File: config.mk
export PLATFORM = sky130hd
export DESIGN_NAME = sysctl_core
export DESIGN_NICKNAME = d
export VERILOG_FILES = /design/src/common/sysctl_pkg.sv /design/src/verilog/sysctl_core.sv
export SDC_FILE = /design/constraint.sdc
export NUM_CORES = 1
export LEC_CHECK = 0
export ABC_AREA = 0
export BUFFER_PORTS_ARGS = -buffer_cell sky130_fd_sc_hd__buf_2
export CORE_ASPECT_RATIO = 1.75
export CORE_MARGIN = 10
export CORE_UTILIZATION = 50
export CTS_BUF_LIST = sky130_fd_sc_hd__clkbuf_16
export DETAILED_ROUTE_END_ITERATION = 10
export PLACE_DENSITY = 0.77
export SLEW_MARGIN = 20
export SYNTH_ARGS = -nofsm -noshare
export SYNTH_HDL_FRONTEND = slang
export SYNTH_SLANG_ARGS = --single-unit
File: constraint.sdc
create_clock -name clk_sys -period 6.68 [get_ports clk_sys]
set_input_delay 0.334 -clock clk_sys [delete_from_list [all_inputs] [get_ports clk_sys]]
set_output_delay 0.334 -clock clk_sys [all_outputs]
set_load 0.02 [all_outputs]
File: src/common/sysctl_pkg.sv
// Purpose: constants and types for the clock, reset and power mode control block
// Assumes: 20 MHz system clock, byte wide special function register port
// Notes: watchdog and pin reset timing count slow internal oscillator edges
// Contract
// RQ1 - watchdog counts slow internal oscillator in fast/slow
// RQ2 - watchdog enable field 0x off, 10 run-only, 11 always
// RQ3 - prescale field selects 360/180/90/45 ms overflow
// RQ4 - clear bit zeroes counter, self-clears next cycle
// RQ5 - every device reset zeroes the watchdog counter
// RQ6 - writing 56h to command register resets device
// RQ7 - pin reset enable bit gates the reset pin
// RQ8 - low-voltage select picks 2.9, 2.3, off, 1.8 volts
// RQ9 - detect flag from droop, off in stop/saving
// RQ10 - detect flag valid only with lowest reset threshold; code also passes it with the reset select set to off
// RQ11 - after reset run slow mode on internal oscillator
// RQ12 - prescaler divides 16/4/2/1, resets to 11
// RQ13 - slow clock type writable only in fast mode
// RQ14 - fast clock type writable only in slow mode
// RQ15 - fast clock stop halts oscillator, slow-mode writable only
// RQ16 - source select changes only while fast stop clear
// RQ17 - illegal clock writes rejected, never stop plus fast
// RQ18 - peripheral clock stop gates peripherals during idle
// RQ19 - idle stops processor, ends on reset or interrupt
// RQ20 - stop halts clocks but watchdog, pin wake exits
// RQ21 - stop refused while enabled wake pin is low
// RQ22 - any enabled interrupt wakes idle, pins wake stop
// RQ23 - only power-on reset reloads configuration words
// RQ24 - power-on holds reset 40 ms warm-up
// RQ25 - reset pin held low two slow oscillator cycles
// RQ26 - enabled watchdog overflow resets the whole chip
// RQ27 - source and prescaler switch without short clock pulses
package sysctl_pkg;

  // ***************************************************
  // register offsets
  // ***************************************************
  localparam logic [7:0] OFS_POWER_MODE = 8'h87;
  localparam logic [7:0] OFS_OPTION = 8'h94;
  localparam logic [7:0] OFS_INT_FLAG = 8'h95;
  localparam logic [7:0] OFS_SW_COMMAND = 8'h97;
  localparam logic [7:0] OFS_CLOCK_CTRL = 8'hD8;
  localparam logic [7:0] OFS_AUX_ONE = 8'hF8;
  localparam logic [15:0] OFS_CFG_LOW = 16'h1FFE;
  localparam logic [15:0] OFS_CFG_HIGH = 16'h1FFF;

  // ***************************************************
  // field positions and reset values
  // ***************************************************
  localparam int BIT_IDLE = 0;
  localparam int BIT_STOP = 1;
  localparam int BIT_THREE_VOLT = 6;
  localparam int BIT_WDT_PSC_LO = 4;
  localparam int BIT_LVD_FLAG = 7;
  localparam int BIT_SLOW_TYPE = 7;
  localparam int BIT_FAST_TYPE = 6;
  localparam int BIT_PERIPH_STOP = 4;
  localparam int BIT_FAST_STOP = 3;
  localparam int BIT_SRC_SEL = 2;
  localparam int BIT_WDT_CLEAR = 7;
  localparam int BIT_WDEN_LO = 6;
  localparam int BIT_PIN_RST_EN = 6;
  localparam int BIT_LVSEL_LO = 4;
  localparam int BIT_POWER_SAVE = 2;
  localparam logic [7:0] RST_OPTION = 8'h00;
  localparam logic [7:0] RST_CLOCK_CTRL = 8'h03;
  localparam logic [7:0] RST_AUX_ONE = 8'h00;
  localparam logic [7:0] RST_POWER_MODE = 8'h00;
  localparam logic [7:0] SW_RESET_KEY = 8'h56;
  localparam logic [1:0] LVSEL_2V9 = 2'h0;
  localparam logic [1:0] LVSEL_2V3 = 2'h1;
  localparam logic [1:0] LVSEL_OFF = 2'h2;
  localparam logic [1:0] LVSEL_1V8 = 2'h3;

  // ***************************************************
  // timing
  // ***************************************************
  localparam int CLK_KHZ = 20000;
  localparam int SLOW_RC_KHZ = 24;
  localparam int WARMUP_MS = 40;
  localparam int WARMUP_CYC = WARMUP_MS * CLK_KHZ;
  localparam int WDT_MS_00 = 360;
  localparam int WDT_MS_01 = 180;
  localparam int WDT_MS_10 = 90;
  localparam int WDT_MS_11 = 45;
  localparam logic [13:0] WDT_TICKS_00 = 14'(WDT_MS_00 * SLOW_RC_KHZ);
  localparam logic [13:0] WDT_TICKS_01 = 14'(WDT_MS_01 * SLOW_RC_KHZ);
  localparam logic [13:0] WDT_TICKS_10 = 14'(WDT_MS_10 * SLOW_RC_KHZ);
  localparam logic [13:0] WDT_TICKS_11 = 14'(WDT_MS_11 * SLOW_RC_KHZ);
  localparam logic [1:0] PIN_RST_TICKS = 2'h2;
  localparam logic [2:0] RST_HOLD_CYC = 3'h4;

  // ***************************************************
  // types
  // ***************************************************
  typedef enum logic [2:0] {
    ST_RUN = 3'b001,
    ST_IDLE = 3'b010,
    ST_STOP = 3'b100
  } pmode_t;

  typedef struct packed {
    logic [2:0] ext_int_n;
    logic lv_below_1v8;
    logic lv_below_2v3;
    logic lv_below_2v9;
    logic reset_pin_n;
    logic fast_xtal;
    logic fast_rc;
    logic slow_xtal;
    logic slow_rc;
  } async_pins_t;

  typedef struct packed {
    logic wr;
    logic [7:0] addr;
    logic [7:0] wdata;
  } sfr_req_t;

  typedef struct packed {
    logic cpu_tick;
    logic periph_tick;
    logic fast_osc_en;
    logic fast_xtal_sel;
    logic slow_xtal_sel;
    logic fast_mode;
  } clk_ctl_t;

endpackage

File: src/verilog/sysctl_core.sv
// Purpose: clock source, prescaler, power modes, watchdog and reset control
// Assumes: oscillators and comparators arrive as pins sampled on clk_sys
// Notes: system clock is delivered as tick enables, not as a gated clock
`timescale 1ns/1ns
module sysctl_core
  import sysctl_pkg::*;
#(
  parameter int WARMUP_CYCLES = WARMUP_CYC
) (
  // clock and power-on reset
  input wire logic clk_sys,
  input wire logic reset,
  // asynchronous pins
  input wire async_pins_t pins_async,
  // special function register port
  input wire sfr_req_t sfr_req,
  output logic [7:0] sfr_rdata_r,
  // flash configuration words and interrupt status
  input wire logic [7:0] flash_cfg_low,
  input wire logic [7:0] flash_cfg_high,
  input wire logic [2:0] pin_wake_en,
  input wire logic port1_wake,
  input wire logic enabled_irq,
  // outputs
  output logic [7:0] cfg_low_r,
  output logic [7:0] cfg_high_r,
  output clk_ctl_t clk_ctl_r,
  output logic device_reset_r,
  output pmode_t mode_r
);

  // ***************************************************
  // pin synchronisers
  // ***************************************************
  localparam int NP = $bits(async_pins_t);
  logic [NP-1:0] s1_r, s2_r, s3_r, lvl_r, rise;
  async_pins_t pin_lvl;
  async_pins_t pin_rise;

  // a change counts once the second and third stages agree
  genvar gi;
  generate
    for (gi = 0; gi < NP; gi++) begin : g_sync
      always_ff @(posedge clk_sys) begin
        if (reset) begin
          s1_r[gi] <= 1'b0;
          s2_r[gi] <= 1'b0;
          s3_r[gi] <= 1'b0;
          lvl_r[gi] <= 1'b0;
        end else begin
          s1_r[gi] <= pins_async[gi];
          s2_r[gi] <= s1_r[gi];
          s3_r[gi] <= s2_r[gi];
          if (s2_r[gi] == s3_r[gi]) begin
            lvl_r[gi] <= s3_r[gi];
          end
        end
      end
      assign rise[gi] = s2_r[gi] & s3_r[gi] & ~lvl_r[gi];
    end
  endgenerate
  assign pin_lvl = lvl_r;
  assign pin_rise = rise;

  // ***************************************************
  // reset sequencing
  // ***************************************************
  logic [31:0] warm_cnt_r;
  logic por_busy_r;
  logic [2:0] hold_cnt_r;
  logic rst_int;
  logic rst_req;
  logic sw_rst_req, pin_rst_req, lv_rst_req, wdt_rst_req;
  logic [1:0] pin_low_cnt_r;

  assign rst_int = reset | por_busy_r | (hold_cnt_r != 3'h0);
  assign rst_req = sw_rst_req | pin_rst_req | lv_rst_req | wdt_rst_req;

  // warm-up and configuration load happen only after power-on
  always_ff @(posedge clk_sys) begin
    if (reset) begin
      warm_cnt_r <= 32'h0;
      por_busy_r <= 1'b1;
      cfg_low_r <= 8'h00;
      cfg_high_r <= 8'h00;
    end else if (por_busy_r) begin
      warm_cnt_r <= warm_cnt_r + 32'h1;
      if (warm_cnt_r == 32'(WARMUP_CYCLES - 1)) begin // RQ24
        por_busy_r <= 1'b0;
        cfg_low_r <= flash_cfg_low; // RQ23
        cfg_high_r <= flash_cfg_high; // RQ23
      end
    end
  end

  // other sources stretch reset but never reload the configuration
  always_ff @(posedge clk_sys) begin
    if (reset) begin
      hold_cnt_r <= 3'h0;
    end else if (!por_busy_r && rst_req) begin
      hold_cnt_r <= RST_HOLD_CYC; // RQ26
    end else if (hold_cnt_r != 3'h0) begin
      hold_cnt_r <= hold_cnt_r - 3'h1;
    end
  end

  always_ff @(posedge clk_sys) begin
    if (reset) begin
      device_reset_r <= 1'b1;
    end else begin
      device_reset_r <= rst_int | rst_req;
    end
  end

  // reset pin must stay low two slow oscillator edges
  always_ff @(posedge clk_sys) begin
    if (reset || pin_lvl.reset_pin_n) begin
      pin_low_cnt_r <= 2'h0;
    end else if (pin_rise.slow_rc && pin_low_cnt_r != PIN_RST_TICKS) begin
      pin_low_cnt_r <= pin_low_cnt_r + 2'h1; // RQ25
    end
  end
  assign pin_rst_req = cfg_high_r[BIT_PIN_RST_EN] &&
                       pin_low_cnt_r == PIN_RST_TICKS; // RQ7

  // low-voltage reset threshold per select field
  logic [1:0] lvsel;
  assign lvsel = cfg_high_r[BIT_LVSEL_LO +: 2];
  always_comb begin
    if (lvsel == LVSEL_2V9) begin // RQ8
      lv_rst_req = pin_lvl.lv_below_2v9;
    end else if (lvsel == LVSEL_2V3) begin
      lv_rst_req = pin_lvl.lv_below_2v3;
    end else if (lvsel == LVSEL_1V8) begin
      lv_rst_req = pin_lvl.lv_below_1v8;
    end else begin
      lv_rst_req = 1'b0;
    end
  end

  // ***************************************************
  // register writes
  // ***************************************************
  logic [7:0] pwr_r, option_r, clkreg_r, aux_r;
  logic wr_pwr, wr_clk, wr_aux, stop_block;
  assign wr_pwr = sfr_req.wr && sfr_req.addr == OFS_POWER_MODE;
  assign wr_clk = sfr_req.wr && sfr_req.addr == OFS_CLOCK_CTRL;
  assign wr_aux = sfr_req.wr && sfr_req.addr == OFS_AUX_ONE;
  assign sw_rst_req = sfr_req.wr && sfr_req.addr == OFS_SW_COMMAND &&
                      sfr_req.wdata == SW_RESET_KEY; // RQ6

  always_ff @(posedge clk_sys) begin
    if (rst_int) begin
      option_r <= RST_OPTION;
    end else if (sfr_req.wr && sfr_req.addr == OFS_OPTION) begin
      option_r <= sfr_req.wdata;
    end
  end

  // watchdog clear bit self-clears one cycle after being written
  always_ff @(posedge clk_sys) begin
    if (rst_int) begin
      aux_r <= RST_AUX_ONE;
    end else if (wr_aux) begin
      aux_r <= sfr_req.wdata & 8'hF9;
    end else begin
      aux_r[BIT_WDT_CLEAR] <= 1'b0; // RQ4
    end
  end

  // clock control: type, fast stop and source bits are guarded; illegal bits keep old value
  logic [7:0] clk_wd;
  logic fast_sel, fast_stop, both_bad;
  assign clk_wd = sfr_req.wdata;
  assign fast_sel = clkreg_r[BIT_SRC_SEL];
  assign fast_stop = clkreg_r[BIT_FAST_STOP];
  assign both_bad = clk_wd[BIT_FAST_STOP] & clk_wd[BIT_SRC_SEL]; // RQ17
  always_ff @(posedge clk_sys) begin
    if (rst_int) begin
      clkreg_r <= RST_CLOCK_CTRL; // RQ11 RQ12
    end else if (wr_clk) begin
      clkreg_r[1:0] <= clk_wd[1:0];
      clkreg_r[BIT_PERIPH_STOP] <= clk_wd[BIT_PERIPH_STOP];
      if (fast_sel) begin
        clkreg_r[BIT_SLOW_TYPE] <= clk_wd[BIT_SLOW_TYPE]; // RQ13
      end
      if (!fast_sel) begin
        clkreg_r[BIT_FAST_TYPE] <= clk_wd[BIT_FAST_TYPE]; // RQ14
      end
      if (!fast_sel && !both_bad) begin
        clkreg_r[BIT_FAST_STOP] <= clk_wd[BIT_FAST_STOP]; // RQ15 RQ17
      end
      if (!fast_stop && !both_bad) begin
        clkreg_r[BIT_SRC_SEL] <= clk_wd[BIT_SRC_SEL]; // RQ16 RQ17
      end
    end
  end

  // ***************************************************
  // power mode state machine
  // ***************************************************
  logic stop_wake, idle_wake;
  assign stop_block = |(~pin_lvl.ext_int_n & pin_wake_en); // RQ21
  assign stop_wake = stop_block | port1_wake; // RQ22
  assign idle_wake = enabled_irq; // RQ22

  always_ff @(posedge clk_sys) begin
    if (rst_int) begin
      mode_r <= ST_RUN;
      pwr_r <= RST_POWER_MODE;
    end else begin
      case (mode_r)
        ST_RUN: begin
          if (wr_pwr) begin
            pwr_r <= sfr_req.wdata & 8'h8F;
            if (sfr_req.wdata[BIT_STOP] && !stop_block) begin
              mode_r <= ST_STOP; // RQ20
            end else if (sfr_req.wdata[BIT_IDLE]) begin
              mode_r <= ST_IDLE; // RQ19
            end
            if (stop_block) begin
              pwr_r[BIT_STOP] <= 1'b0; // RQ21
            end
          end
        end
        ST_IDLE: begin
          if (idle_wake) begin
            mode_r <= ST_RUN; // RQ19
            pwr_r[BIT_IDLE] <= 1'b0;
          end
        end
        ST_STOP: begin
          if (stop_wake) begin
            mode_r <= ST_RUN; // RQ20
            pwr_r[BIT_STOP] <= 1'b0;
            pwr_r[BIT_IDLE] <= 1'b0;
          end
        end
        default: begin
          mode_r <= ST_RUN;
        end
      endcase
    end
  end

  // ***************************************************
  // watchdog
  // ***************************************************
  logic [13:0] wdt_cnt_r, wdt_limit;
  logic [1:0] wden;
  logic wdt_run, wdt_ovf;
  assign wden = cfg_low_r[BIT_WDEN_LO +: 2];
  // counting in idle/stop only when the always-on setting is chosen
  assign wdt_run = (mode_r == ST_RUN) || (wden == 2'h3); // RQ1 RQ20
  always_comb begin
    case (option_r[BIT_WDT_PSC_LO +: 2]) // RQ3
      2'h0: wdt_limit = WDT_TICKS_00;
      2'h1: wdt_limit = WDT_TICKS_01;
      2'h2: wdt_limit = WDT_TICKS_10;
      default: wdt_limit = WDT_TICKS_11;
    endcase
  end
  assign wdt_ovf = wdt_run && pin_rise.slow_rc && wdt_cnt_r >= wdt_limit - 14'h1;
  assign wdt_rst_req = wdt_ovf && wden[1] && (mode_r == ST_RUN || wden[0]); // RQ2 RQ26

  always_ff @(posedge clk_sys) begin
    if (rst_int) begin
      wdt_cnt_r <= 14'h0; // RQ5
    end else if (aux_r[BIT_WDT_CLEAR] || wdt_ovf) begin
      wdt_cnt_r <= 14'h0; // RQ4
    end else if (wdt_run && pin_rise.slow_rc) begin
      wdt_cnt_r <= wdt_cnt_r + 14'h1; // RQ1
    end
  end

  // ***************************************************
  // system clock divider
  // ***************************************************
  logic act_fast_r;
  logic [1:0] act_psc_r;
  logic [3:0] div_cnt_r, div_term;
  logic src_tick, sys_tick;
  // fast clock stays on only while not stopped and not in stop mode
  logic fast_on;
  assign fast_on = !fast_stop && mode_r != ST_STOP; // RQ15 RQ20
  always_comb begin
    if (act_fast_r) begin
      src_tick = clkreg_r[BIT_FAST_TYPE] ? pin_rise.fast_xtal : pin_rise.fast_rc;
    end else begin
      src_tick = clkreg_r[BIT_SLOW_TYPE] ? pin_rise.slow_xtal : pin_rise.slow_rc;
    end
    case (act_psc_r) // RQ12
      2'h0: div_term = 4'hF;
      2'h1: div_term = 4'h3;
      2'h2: div_term = 4'h1;
      default: div_term = 4'h0;
    endcase
  end
  assign sys_tick = src_tick && div_cnt_r == div_term;

  // new source and divisor are taken only at a period boundary, so
  // no period is cut short; costs up to one old period of latency
  always_ff @(posedge clk_sys) begin
    if (rst_int) begin
      act_fast_r <= 1'b0; // RQ11
      act_psc_r <= RST_CLOCK_CTRL[1:0];
      div_cnt_r <= 4'h0;
    end else if (sys_tick) begin
      act_fast_r <= fast_sel; // RQ27
      act_psc_r <= clkreg_r[1:0]; // RQ27
      div_cnt_r <= 4'h0;
    end else if (src_tick) begin
      div_cnt_r <= div_cnt_r + 4'h1;
    end
  end

  // tick enables gated by power mode
  always_ff @(posedge clk_sys) begin
    if (rst_int) begin
      clk_ctl_r <= '0;
    end else begin
      clk_ctl_r.cpu_tick <= sys_tick && mode_r == ST_RUN; // RQ19 RQ20
      clk_ctl_r.periph_tick <= sys_tick && mode_r != ST_STOP &&
        !(mode_r == ST_IDLE && clkreg_r[BIT_PERIPH_STOP]); // RQ18
      clk_ctl_r.fast_osc_en <= fast_on;
      clk_ctl_r.fast_xtal_sel <= clkreg_r[BIT_FAST_TYPE];
      clk_ctl_r.slow_xtal_sel <= clkreg_r[BIT_SLOW_TYPE];
      clk_ctl_r.fast_mode <= act_fast_r;
    end
  end

  // ***************************************************
  // low-voltage detect and read-back
  // ***************************************************
  logic lvd_flag;
  // flag meaningless with the higher reset thresholds
  assign lvd_flag = pin_lvl.lv_below_2v3 && lvsel[1] && mode_r != ST_STOP && // RQ9 RQ10
                    !(option_r[BIT_THREE_VOLT] && cfg_high_r[BIT_POWER_SAVE]); // RQ9

  always_ff @(posedge clk_sys) begin
    if (rst_int) begin
      sfr_rdata_r <= 8'h00;
    end else if (sfr_req.addr == OFS_POWER_MODE) begin
      sfr_rdata_r <= pwr_r;
    end else if (sfr_req.addr == OFS_OPTION) begin
      sfr_rdata_r <= option_r;
    end else if (sfr_req.addr == OFS_INT_FLAG) begin
      sfr_rdata_r <= {lvd_flag, 7'h00};
    end else if (sfr_req.addr == OFS_CLOCK_CTRL) begin
      sfr_rdata_r <= clkreg_r;
    end else if (sfr_req.addr == OFS_AUX_ONE) begin
      sfr_rdata_r <= aux_r;
    end else begin
      sfr_rdata_r <= 8'h00;
    end
  end

endmodule

==> metrics.cfg <==
[logic_synthesis]
synth_async_sr_flop_share=0
syn_area_sq_um=6980
synth-seq-cells=163
syn-num-nets=831
synth.avg_cell_area_sq_um=9.29
synthCells=752
synth_edf_count=0
ys.flop_type=dfxtp_1
yosysSeqAreaShare=0.467
yosysUniqueCellTypes=64
yosys_warnings=0

[worst_setup_path]
startpoint_type=register
worst-path-max-fanout=14
end_kind=register
arrival_ns=2.96
slowest_stage=a2111oi_0
critPathTopFamily=compound AO/OA/AOI/OAI gates
max_stage_delay_ns=0.68
cp.required_ns=6.97
crit_chain=inv_1, ha_1, ha_1, nand4_1, a2111oi_0, o211ai_1, nand2_1, nor2_1
crit_buf_inv=1
crit_type=register to register
cpMostUsedCell=ha_1
cp-startpoint=option_r[4]$_SDFFE_PP0P_
reg2reg_from=option_r[4]$_SDFFE_PP0P_

[sta]
finalMaxSlewViolations=0
max_slew_margin=0.385
worst_pin_slew_ns=0.918
finalCriticalPeriod_ns=2.67
setup_viol=0
fin_skew_ns=0.00974
grt_setup_unrepaired=false
hold_viol=0
layout_setup_ws_ns=4.01
fmax_ghz=0.374
post-route-period-util=0.400
tns_ns=0

[route]
ant_nets=0
num_vias=5643
routed_wl_mm=16.3
firstDrtPassIters=5
wl_per_cell_um=16.0
vias_per_cell=5.54
drt_iter0_drc=245
post-route-drc-count=0

[global_route]
use_met1=0.173
grt_pass1_vias=5684
gr-max-usage-layer=met2
grt_pass1_wl_mm=26.8
use_met2=0.305
gr-total-overflow=0
grt_use_met3=0.0413
grtUsageTotal=0.173
grt_max_degree=73
antenna_found_initial=0

[pwr]
p_per_area_nw_per_um2=259
power.internal_mw=1.65
seq_power_share=0.473
vdd_drop_max_mv=0.144
p_sw_frac=0.216
power_mw=2.11
combPwrFrac=0.045
p_leak_nw=3.12
p_switching_mw=0.455
clkPwrFrac=0.482

[cells_and_area]
drive_gt1_frac=0.169
fillCellCount=1195
antennaDiodeCount=0
instances_no_fill=1019
stdcell_area_sq_um=8130
final_nets=908
area_delta_synth_final_pct=16.4

[placement]
place_inst=987
dp_slack_ns=4.12
port_buffers=84
placed_area_sq_um=7510
place_hpwl_mm=11.8
place.gp.congestion=0.914

[worst_hold_path]
hp-start=pins_async[9]
min_path_type=input port to register

[clock_network]
clock-root-buffer=clkbuf_16
clk_pin_slew_ns=0.06
hold_buffers=0
ctsResizeCount=0
htree_levels=4
cts_setup_buffers=0
clkSinkCount=163
clk_latency_ns=0.42
numCtsBuffers=17
max-clock-path-buffers=2
cts_tree=built

[floorplanning]
core_area_sq_um=13800
die_x_um=109
fp.dieH_um=176
initial_core_util=0.507
num_io_pins=85
rows=57
die-area_sq_um=19300

[status]
status=completed

[job]
maxCapViolations=0

[cells in the final DEF (no fill, tap or decap), types with 3 or more instances in the layout]
| master | count |
|---|---|
| dfxtp_1 | 163 |
| nor2_1 | 94 |
| buf_2 | 83 |
| nand2_1 | 56 |
| nor2b_1 | 43 |
| a21oi_1 | 41 |
| mux2i_1 | 32 |
| nand3_1 | 29 |
| ha_1 | 28 |
| inv_1 | 25 |
| o21ai_0 | 22 |
| xor2_1 | 21 |
| nand4_1 | 19 |
| nor3_1 | 17 |
| clkbuf_16 | 17 |
| xnor2_1 | 15 |
| mux2_2 | 10 |
| and3_1 | 9 |
| nor4_1 | 7 |
| or3_1 | 7 |
| nand2b_1 | 7 |
| or4_1 | 6 |
| a211oi_1 | 5 |
| nand4b_1 | 5 |
| or2_2 | 4 |
| a222oi_1 | 4 |
| bufinv_16 | 4 |
| buf_4 | 4 |
| nor4b_1 | 3 |
| and4_1 | 3 |
| a2111oi_0 | 3 |
| nand3b_1 | 3 |
| o31ai_1 | 3 |
| clkinvlp_4 | 3 |
| clkinv_1 | 3 |
[sequential cells by signal (all words and copies together), names as in the netlist, 8 cells and up]
name,flops
s2_r,11
sfr_rdata_r,8
s3_r,11
cfg_low_r,8
wdt_cnt_r,14
s1_r,11
warm_cnt_r,32
lvl_r,11
cfg_high_r,8
option_r,8
[final timing paths]
check                          endpoint  slack [ns]  cells past startpoint
max reg2reg  wdt_cnt_r[11]$_SDFFE_PP0P_        4.01                      8
min                  s1_r[9]$_SDFF_PP0_        0.12                      2
min reg2reg          s2_r[6]$_SDFF_PP0_        0.43                      1
max          wdt_cnt_r[11]$_SDFFE_PP0P_        4.01                      8
[power groups by stage]
stage / sequential (mW) / clock [mW] / combinational, mW
3_5_place_dp: 1.02 / 0 / 0.0951
6_report: 0.997 / 1.01 / 0.0952
2_1_floorplan: 1.02 / 0 / 0.0635
4_1_cts: 0.997 / 1.03 / 0.0964
5_1_grt: 0.998 / 1.07 / 0.109
3_3_place_gp: 1.02 / 0 / 0.0929
[cell type report]
type	count	area, sq um	area share
Multi-Input combinational cell	536	3490	0.430
Sequential cell	163	3260	0.401
Timing Repair Buffer	87	445	0.0548
Clock buffer	17	425	0.0523
Tap cell	177	221	0.0272
Clock inverter	15	189	0.0232
Inverter	24	90.1	0.0111
[logic make-up after synthesis]
group	synth area share
AO/OA/AOI/OAI	0.0881
XOR/XNOR	0.0451
adder cells (fa/ha/maj)	0.0502
buffers and inverters	0.0326
flip-flops	0.467
multiplexers	0.0620
other	0.000537
AND/OR/NAND/NOR	0.254
[routing by layer]
metal	vias up	wire length, um
met5	-	0
met4	0	887
met3	47	878
met2	177	8470
met1	2643	6110
li1	2776	-
[cells in the mapped netlist, types with 2 or more instances]
library cell | count | area share
dfxtp_1 | 163 | 0.47
nor2_1 | 94 | 0.051
nand2_1 | 56 | 0.030
nor2b_1 | 43 | 0.039
a21oi_1 | 41 | 0.029
mux2i_1 | 32 | 0.046
nand3_1 | 29 | 0.021
ha_1 | 28 | 0.050
inv_1 | 24 | 0.013
clkbuf_1 | 22 | 0.012
o21ai_0 | 22 | 0.016
xor2_1 | 21 | 0.026
nand4_1 | 19 | 0.017
nor3_1 | 17 | 0.012
xnor2_1 | 15 | 0.019
mux2_2 | 10 | 0.016
and3_1 | 9 | 0.0081
nand2b_1 | 7 | 0.0063
nor4_1 | 7 | 0.0063
or3_1 | 7 | 0.0063
or4_1 | 6 | 0.0064
a211oi_1 | 5 | 0.0054
nand4b_1 | 5 | 0.0063
a222oi_1 | 4 | 0.0057
or2_2 | 4 | 0.0036
a2111oi_0 | 3 | 0.0038
and4_1 | 3 | 0.0038
buf_6 | 3 | 0.0048
nand3b_1 | 3 | 0.0032
nor4b_1 | 3 | 0.0038
o31ai_1 | 3 | 0.0032
a22oi_1 | 2 | 0.0021
and2_1 | 2 | 0.0018
buf_2 | 2 | 0.0014
nand4bb_1 | 2 | 0.0032
nor3_2 | 2 | 0.0029
nor3b_1 | 2 | 0.0021
nor4_2 | 2 | 0.0036
o211ai_1 | 2 | 0.0021
o21ai_1 | 2 | 0.0014
o311a_1 | 2 | 0.0029
or3b_2 | 2 | 0.0025
[stage by stage]
stage	hold slack (ns)	utilization
CTS	0.105	0.590
global placement	0.416	0.546
global route	0.124	0.590
finish	0.117	0.590
detailed placement	0.423	0.546
floorplan	0.414	-
Power figures use the tool's default switching activity.
